`src/hdl/sfpm_pkg.sv`:
```
// Constants, types and behaviour notes for the serial flash power mode control
// Notes on behaviour
// - Whenever chip select is low and the part is not asleep, it is enabled and in active power mode (the code ignores select low in both settling delays).
// - After chip select rises the part stays active until pending program, erase and write work ends, then drops to standby.
// - Deep sleep is requested by the host sending the enter-sleep code B9h in a frame that started from standby.
// - The enter-sleep code is taken only while the write_in_progress flag reads zero.
// - Deep sleep begins only after chip select rises behind the enter-sleep code and the sleep_entry_delay has run out.
// - In deep sleep every instruction is ignored except the wake_command code ABh, which is recognised.
// - In deep sleep a frame with no clocking, or with any code other than the wake_command, leaves the part asleep.
// - After the wake_command the part returns to standby once chip select rises and the wake_delay has run out.
package sfpm_pkg;

   // ----------------------------------------------------------------
   // Instruction codes
   // ----------------------------------------------------------------
   localparam logic [7:0] SFPM_CODE_SLEEP = 8'hB9;
   localparam logic [7:0] SFPM_CODE_WAKE  = 8'hAB;
   localparam logic [2:0] SFPM_LAST_BIT   = 3'h7;

   // ----------------------------------------------------------------
   // Timing
   // ----------------------------------------------------------------
   localparam int SFPM_CLK_MHZ        = 125;
   localparam int SFPM_SLEEP_ENTRY_NS = 3000;
   localparam int SFPM_WAKE_NS        = 3000;
   localparam int SFPM_CNT_W          = 16;
   localparam int SFPM_SYNC_W         = 3;

   // ----------------------------------------------------------------
   // Types
   // ----------------------------------------------------------------
   typedef enum logic [2:0] {
      SFPM_ST_STANDBY,
      SFPM_ST_ACTIVE,
      SFPM_ST_SLEEP_DELAY,
      SFPM_ST_DEEP,
      SFPM_ST_WAKE_DELAY
   } sfpm_state_e;

   typedef struct packed {
      logic active;
      logic standby;
      logic deep_sleep;
      logic settling;
   } sfpm_status_s;

   typedef struct packed {
      logic       valid;
      logic [7:0] code;
   } sfpm_cmd_s;

   localparam sfpm_status_s SFPM_STATUS_RST = '{active: 1'b0, standby: 1'b1, deep_sleep: 1'b0, settling: 1'b0};

endpackage : sfpm_pkg

```
`src/hdl/sfpm_sync.sv`:
```
// Two-stage synchroniser for asynchronous pin inputs
`timescale 1ns/1ps
`default_nettype none
module sfpm_sync
   import sfpm_pkg::*;
#(
   parameter int         W       = 1,
   parameter logic [W-1:0] RST_VAL = '0
) (
   input  wire logic         clk,
   input  wire logic         arst_n,
   input  wire logic [W-1:0] async_i,
   output logic [W-1:0]      sync_o
);

   logic [W-1:0] meta_q;
   logic [W-1:0] sync_q;

   always_ff @(posedge clk or negedge arst_n) begin
      if (!arst_n) begin
         meta_q <= RST_VAL;
         sync_q <= RST_VAL;
      end else begin
         meta_q <= async_i;
         sync_q <= meta_q;
      end
   end

   assign sync_o = sync_q;

endmodule : sfpm_sync
`default_nettype wire

```
`src/hdl/sfpm_ctrl.sv`:
```
// Power mode tracker for a serial flash: active, standby and deep sleep
`timescale 1ns/1ps
`default_nettype none
module sfpm_ctrl
   import sfpm_pkg::*;
#(
   parameter int SLEEP_ENTRY_NS = SFPM_SLEEP_ENTRY_NS,
   parameter int WAKE_NS        = SFPM_WAKE_NS
) (
   input  wire logic   clk,
   input  wire logic   arst_n,
   input  wire logic   select_low_n,
   input  wire logic   sck,
   input  wire logic   si,
   input  wire logic   write_in_progress,
   input  wire logic   ops_pending,
   output sfpm_status_s status,
   output sfpm_cmd_s    cmd,
   output logic         seq_error
);

   // ----------------------------------------------------------------
   // Delay counts, least times rounded up
   // ----------------------------------------------------------------
   localparam int SLEEP_CYC_I = (SLEEP_ENTRY_NS * SFPM_CLK_MHZ + 999) / 1000;
   localparam int WAKE_CYC_I  = (WAKE_NS * SFPM_CLK_MHZ + 999) / 1000;
   localparam logic [SFPM_CNT_W-1:0] SLEEP_LAST = SFPM_CNT_W'((SLEEP_CYC_I < 1 ? 1 : SLEEP_CYC_I) - 1);
   localparam logic [SFPM_CNT_W-1:0] WAKE_LAST  = SFPM_CNT_W'((WAKE_CYC_I < 1 ? 1 : WAKE_CYC_I) - 1);
   localparam logic [SFPM_CNT_W-1:0] CNT_ONE    = SFPM_CNT_W'(1);

   // ----------------------------------------------------------------
   // Pin synchronisation and edges
   // ----------------------------------------------------------------
   logic [SFPM_SYNC_W-1:0] pins_s;
   logic                   cs_s;
   logic                   sck_s;
   logic                   si_s;
   logic                   cs_prev_q;
   logic                   sck_prev_q;

   sfpm_sync #(
      .W       (SFPM_SYNC_W),
      .RST_VAL (3'h4)
   ) u_sync (
      .clk     (clk),
      .arst_n  (arst_n),
      .async_i ({select_low_n, sck, si}),
      .sync_o  (pins_s)
   );

   assign cs_s  = pins_s[2];
   assign sck_s = pins_s[1];
   assign si_s  = pins_s[0];

   always_ff @(posedge clk or negedge arst_n) begin
      if (!arst_n) begin
         cs_prev_q  <= 1'b1;
         sck_prev_q <= 1'b0;
      end else begin
         cs_prev_q  <= cs_s;
         sck_prev_q <= sck_s;
      end
   end

   wire cs_fall  = cs_prev_q & ~cs_s;
   wire cs_rise  = ~cs_prev_q & cs_s;
   wire sck_rise = ~sck_prev_q & sck_s & ~cs_s;

   // ----------------------------------------------------------------
   // First byte of each frame
   // ----------------------------------------------------------------
   logic [6:0] shift_q;
   logic [2:0] bit_q;
   logic       byte_seen_q;

   wire        byte_done = sck_rise & (bit_q == SFPM_LAST_BIT) & ~byte_seen_q;
   wire [7:0]  code_in   = {shift_q, si_s};

   always_ff @(posedge clk or negedge arst_n) begin
      if (!arst_n) begin
         shift_q     <= '0;
         bit_q       <= '0;
         byte_seen_q <= 1'b0;
      end else if (cs_fall) begin
         bit_q       <= '0;
         byte_seen_q <= 1'b0;
      end else if (sck_rise && !byte_seen_q) begin
         shift_q     <= code_in[6:0];
         bit_q       <= bit_q + 3'h1;
         byte_seen_q <= byte_done;
      end
   end

   // ----------------------------------------------------------------
   // Power mode sequencer
   // ----------------------------------------------------------------
   sfpm_state_e            state_q;
   sfpm_state_e            state_d;
   logic [SFPM_CNT_W-1:0]  cnt_q;
   logic [SFPM_CNT_W-1:0]  cnt_d;
   logic                   from_standby_q;
   logic                   from_standby_d;
   logic                   sleep_armed_q;
   logic                   sleep_armed_d;
   logic                   wake_armed_q;
   logic                   wake_armed_d;
   logic                   seq_error_q;

   wire in_deep      = (state_q == SFPM_ST_DEEP);
   wire in_active    = (state_q == SFPM_ST_ACTIVE);
   wire sleep_req    = byte_done & (code_in == SFPM_CODE_SLEEP);
   wire wake_req     = byte_done & (code_in == SFPM_CODE_WAKE);
   wire sleep_accept = in_active & from_standby_q & sleep_req & ~write_in_progress;

   always_comb begin
      state_d        = state_q;
      cnt_d          = '0;
      from_standby_d = from_standby_q;
      sleep_armed_d  = sleep_armed_q;
      wake_armed_d   = wake_armed_q;
      case (state_q)
         SFPM_ST_STANDBY: begin
            if (!cs_s) begin
               state_d        = SFPM_ST_ACTIVE;
               from_standby_d = 1'b1;
            end
         end
         SFPM_ST_ACTIVE: begin
            if (sleep_accept) begin
               sleep_armed_d = 1'b1;
            end
            if (cs_fall) begin
               sleep_armed_d  = 1'b0;
               from_standby_d = 1'b0;
            end
            if (cs_s && sleep_armed_q) begin
               state_d        = SFPM_ST_SLEEP_DELAY;
               sleep_armed_d  = 1'b0;
               from_standby_d = 1'b0;
            end else if (cs_s && !ops_pending) begin
               state_d        = SFPM_ST_STANDBY;
               from_standby_d = 1'b0;
            end
         end
         SFPM_ST_SLEEP_DELAY: begin
            cnt_d = cnt_q + CNT_ONE;
            if (cnt_q == SLEEP_LAST) begin
               state_d = SFPM_ST_DEEP;
               cnt_d   = '0;
            end
         end
         SFPM_ST_DEEP: begin
            if (cs_fall) begin
               wake_armed_d = 1'b0;
            end else if (wake_req) begin
               wake_armed_d = 1'b1;
            end
            if (cs_rise && wake_armed_q) begin
               state_d      = SFPM_ST_WAKE_DELAY;
               wake_armed_d = 1'b0;
            end
         end
         SFPM_ST_WAKE_DELAY: begin
            cnt_d = cnt_q + CNT_ONE;
            if (cnt_q == WAKE_LAST) begin
               state_d = SFPM_ST_STANDBY;
               cnt_d   = '0;
            end
         end
         default: begin
            state_d = SFPM_ST_STANDBY;
         end
      endcase
   end

   always_ff @(posedge clk or negedge arst_n) begin
      if (!arst_n) begin
         state_q        <= SFPM_ST_STANDBY;
         cnt_q          <= '0;
         from_standby_q <= 1'b0;
         sleep_armed_q  <= 1'b0;
         wake_armed_q   <= 1'b0;
      end else begin
         state_q        <= state_d;
         cnt_q          <= cnt_d;
         from_standby_q <= from_standby_d;
         sleep_armed_q  <= sleep_armed_d;
         wake_armed_q   <= wake_armed_d;
      end
   end

   always_ff @(posedge clk or negedge arst_n) begin
      if (!arst_n) begin
         seq_error_q <= 1'b0;
      end else if (state_q == SFPM_ST_WAKE_DELAY && cs_fall) begin
         seq_error_q <= 1'b1;
      end
   end

   // ----------------------------------------------------------------
   // Registered outputs
   // ----------------------------------------------------------------
   sfpm_status_s status_q;
   sfpm_cmd_s    cmd_q;

   wire sfpm_status_s status_d = '{
      active:     (state_d == SFPM_ST_ACTIVE),
      standby:    (state_d == SFPM_ST_STANDBY),
      deep_sleep: (state_d == SFPM_ST_DEEP),
      settling:   (state_d == SFPM_ST_SLEEP_DELAY) || (state_d == SFPM_ST_WAKE_DELAY)
   };

   always_ff @(posedge clk or negedge arst_n) begin
      if (!arst_n) begin
         status_q <= SFPM_STATUS_RST;
         cmd_q    <= '0;
      end else begin
         status_q <= status_d;
         cmd_q.valid <= byte_done & in_active;
         if (byte_done && in_active) begin
            cmd_q.code <= code_in;
         end
      end
   end

   assign status    = status_q;
   assign cmd       = cmd_q;
   assign seq_error = seq_error_q;
endmodule : sfpm_ctrl
`default_nettype wire

```
`config.mk`:
```
export PLATFORM = sky130hd
export DESIGN_NAME = sfpm_ctrl
export DESIGN_NICKNAME = d
export VERILOG_FILES = /design/src/hdl/sfpm_pkg.sv /design/src/hdl/sfpm_sync.sv /design/src/hdl/sfpm_ctrl.sv
export SDC_FILE = /design/constraint.sdc
export NUM_CORES = 1
export LEC_CHECK = 0
export ABC_AREA = 1
export BUFFER_PORTS_ARGS = -buffer_cell sky130_fd_sc_hd__clkbuf_2
export CORE_UTILIZATION = 59
export DETAILED_ROUTE_END_ITERATION = 7
export GPL_ROUTABILITY_DRIVEN = 0
export PLACE_DENSITY_LB_ADDON = 0.05
export SKIP_CTS_REPAIR_TIMING = 1
export SLEW_MARGIN = 30
export SYNTH_ARGS = -nofsm -noshare
export SYNTH_HDL_FRONTEND = slang
export SYNTH_SLANG_ARGS = --single-unit
```
`constraint.sdc`:
```
create_clock -name clk -period 1.8 [get_ports clk]
set_input_delay 0.09 -clock clk [delete_from_list [all_inputs] [get_ports clk]]
set_output_delay 0.09 -clock clk [all_outputs]
set_load 0.05 [all_outputs]
```
==> results summary <==
The flow ran to the end, and the final reports show no timing, DRC or antenna violations. For this run, the top clock speed supported by timing is 670 MHz. The area growth from synthesis to layout is 11.6%. The number of antenna violations at the first check in global routing is 0. The number of flops mapped to enable cells by yosys is 0.

The post-route netlist has 17.9% of its cells at a drive strength greater than 1. The synthesized design contains 55 register bits. The largest fanout of any net on the critical path came out at 7. The CTS H-tree depth came out at 2.

The count of endpoints failing setup in the final report is 0. The largest incremental delay on the critical path is 400 ps. Sequential elements use 53.5% of the synthesized area. The overall track demand over capacity in global routing came out at 21.1%.

The number of ports placed on the die boundary is 21. The maximum vdd ir drop came out at 796 uV. The largest net degree at the start of global routing came out at 32.

The number of filler cells placed in the layout is 331. Summing over every cut layer, the via total after detailed routing is 1949. For this run, global-route usage on met3 was measured as 5.00%. The placeable core region is 4120 um^2. The total count of hold-check failures in the final report came out at 0. The worst max-slew margin expressed relative to the limit came out at 58.3%. The synthesized design devotes to its leading area cell type 49.4% of total area. The mapped cell area came out at 2580 um^2.

The final layout contains routed wiring with a total length of 4450 um. The remaining global-route overflow came out at 0. When the netlist entered floorplanning its net count stood at 315.

Global routing consumed, on the met2 layer, 29.8% of the routing resources. The horizontal die dimension came out at 68.2 um. The total DRC errors in the routed layout came out at 0. Among all flip-flop cells after synthesis, the most frequent one is sky130_fd_sc_hd__dfrtp_1. The min-delay analysis places its worst path in the category in2reg. The count of clock tree sinks is 55. The worst setup path is launched from a flip-flop. The number of inserted diodes is 0. The worst-case clock buffer depth came out at 2. The power per unit of standard cell area is 958 nW/um^2.

The clock root buffer master is sky130_fd_sc_hd__clkbuf_8. In this run, CTS created clock tree buffers numbering 5. The number of DRC markers in iteration 0 is 145.

The most utilized layer in the global route result is met1. In the final routed layout, each cell accounts on average for 11.6 um. The post-detailed-route count of antenna-violating nets came out at 0.

The synthesized instance count came out at 304. In the final design database the tool counted 345 nets. The clock slew seen by the registers of the worst setup and hold paths is 90 ps.

In the global route stage, met1 resource usage came out at 31.5%. Walking the worst path, the cells encountered are inv_1 -> ha_1 -> nand2_1 -> inv_1 -> nand2_1 -> nor2_1 -> nand2_1 -> nand2_1 -> nor3_1. The actual slew at the worst max-slew pin is 626 ps. The half-perimeter wire length after detailed placement is 3310 um. The minimum setup slack after placement came out at 311 ps.

The arrival time at the worst endpoint came out at 1690 ps. Counting flops with an async set or reset pin after synthesis yields a share of 100%. The synthesized design spends more area on one cell type than any other, namely sky130_fd_sc_hd__dfrtp_1.

The row count is 23. In this run the worst setup path begins at cnt_q[0]$_DFF_PN0_. Counting tap cells, the placed design contains a total of 373 instances. Using the TritonRoute via totals, the vias-per-cell ratio works out to 5.06.

The setup skew after layout is 11.6 ps. The required time of the critical path came out at 1990 ps. The initial core utilization came out at 62.8%.

The count of input and output buffers came out at 20. The number of max-cap violations came out at 0. Setup total negative slack on the finished layout was measured at 0 ps.

In this run the most critical hold path is launched from write_in_progress. TritonCTS built the clock tree. The number of search-and-repair iterations in the first detailed-routing pass is 4. The global-route wire length before repair came out at 7120 um. The worst path meets setup with 306 ps of slack. Summed over all cells, the static leakage comes to 1.38 nW.

For this design, the slowest cell found on the critical path is sky130_fd_sc_hd__dfrtp_1. Setup repair after global routing left no endpoint under its margin. The worst setup path is of the reg2reg kind. The worst setup path is captured at a flip-flop. The die extent in y came out at 68.2 um. In this run, distinct cell masters in the synthesized netlist total 27. The later pin in the worst-skew pair is clocked with a latency of 310 ps. The worst register-to-register path begins at cnt_q[0]$_DFF_PN0_. The total die area came out at 4650 um^2. The number of slew-limit violations in the final report came to 0. The minimum clock period came out at 1490 ps. The final non-filler cell total is 385. The number of warning messages in the yosys log came out at 0. The worst path uses 83.0% of the clock period. The most prevalent standard cell on the critical path is sky130_fd_sc_hd__nand2_1. The average instance in the mapped netlist occupies 8.49 um^2.

After synthesis, the cell types taking the most area are sky130_fd_sc_hd__dfrtp_1, sky130_fd_sc_hd__nand2_1, sky130_fd_sc_hd__nor2_1. The number of global-route vias before repair is 1591.
## final timing paths
check	depth (start not counted)	slack [ps]	to
worst max-delay path	9	310	cnt_q[2]$_DFF_PN0_
worst min-delay path	6	170	sleep_armed_q$_DFFE_PN0P_
worst max register to register	9	310	cnt_q[2]$_DFF_PN0_
worst min register to register	0	360	u_sync.sync_o[0]$_DFF_PN0_
max in group asynchronous	3	910	cmd[8]$_DFF_PN0_
min in group asynchronous	2	320	cnt_q[7]$_DFF_PN0_
## metal layers
layer / vias to the layer above / part of all wire [%]
li1: 1016 / -
met1: 895 / 55
met2: 33 / 41
met3: 5 / 3.4
met4: 0 / 1.2
met5: - / 0
## metrics by stage
step	cell area, um^2	power, mW	hold WS (ps)	utilization [%]
3_3_place_gp	2740	2.06	141	66.6
4_1_cts	2840	2.78	-199	69.0
6_report	2880	2.76	175	70.0
3_5_place_dp	2740	2.06	140	66.6
5_1_grt	2880	2.90	219	70.0
2_1_floorplan	2580	1.91	-206	-
## registers in the layout, indices dropped and copies added (netlist names), 3 cells and up
name / count
cmd: 9
state_q: 3
bit_q: 3
u_sync.sync_o: 3
u_sync.meta_q: 3
status: 4
cnt_q: 16
shift_q: 7
## critical path: cells and delay by family (launching register included)
family | cells | cell delay [ps]
and+or+nand+nor | 6 | 610
DFF | 1 | 400
adders and majority gates | 1 | 190
buffers and inverters | 2 | 180
## Yosys cell counts, types with 2 or more instances
master and number:
sky130_fd_sc_hd__a21oi_1 6, sky130_fd_sc_hd__buf_6 2, sky130_fd_sc_hd__dfrtp_1 51, sky130_fd_sc_hd__dfstp_2 4, sky130_fd_sc_hd__ha_1 4, sky130_fd_sc_hd__inv_1 33
sky130_fd_sc_hd__inv_2 4, sky130_fd_sc_hd__nand2_1 70, sky130_fd_sc_hd__nand2_2 4, sky130_fd_sc_hd__nand3_1 20, sky130_fd_sc_hd__nand3_2 2, sky130_fd_sc_hd__nand4_1 4
sky130_fd_sc_hd__nor2_1 51, sky130_fd_sc_hd__nor2_2 7, sky130_fd_sc_hd__nor3_1 8, sky130_fd_sc_hd__o21ai_0 9, sky130_fd_sc_hd__o21ai_1 4, sky130_fd_sc_hd__o21ai_2 7
sky130_fd_sc_hd__xor2_1 6
## cell usage in the layout (no fill, tap or decap), drive strengths merged
cell / instances
a21oi: 6
and2: 1
buf: 1
clkbuf: 26
clkinv: 1
clkinvlp: 1
dfrtp: 51
dfstp: 4
dlygate4sd3: 4
ha: 4
inv: 37
nand2: 74
nand3: 23
nand3b: 1
nand4: 4
nor2: 59
nor3: 9
nor4: 1
o21ai: 20
o21bai: 1
or2: 1
xor2: 6
## power by group
group	leakage (nW)	switching, mW	internal (mW)
Combinational	0.606	0.431	0.159
Clock	0.0474	0.399	0.315
Sequential	0.728	0.0878	1.37
Total	1.38	0.918	1.84
## cells by family (layout without fill, tap and decap cells)
| group | after synthesis | after routing | share of synthesized area, % |
|---|---|---|---|
| flip-flops | 55 | 55 | 53.5 |
| buffers and inverters | 39 | 70 | 6.25 |
| XOR/XNOR | 6 | 6 | 2.03 |
| AND/OR/NAND/NOR | 173 | 173 | 29.9 |
| adder cells (fa/ha/maj) | 4 | 4 | 1.94 |
| AO/OA/AOI/OAI | 27 | 27 | 6.35 |
## cell type report
cell class                      count  area [um^2]  share of cell area [%]
Sequential cell                    55         1380                    47.9
Clock buffer                        6         82.6                    2.87
Tap cell                           50         62.6                    2.17
Multi-Input combinational cell    210         1040                    36.1
Inverter                           37          139                    4.82
Timing Repair Buffer               25          160                    5.56
Clock inverter                      2         16.3                   0.564
(Power assumes the default switching activity.)
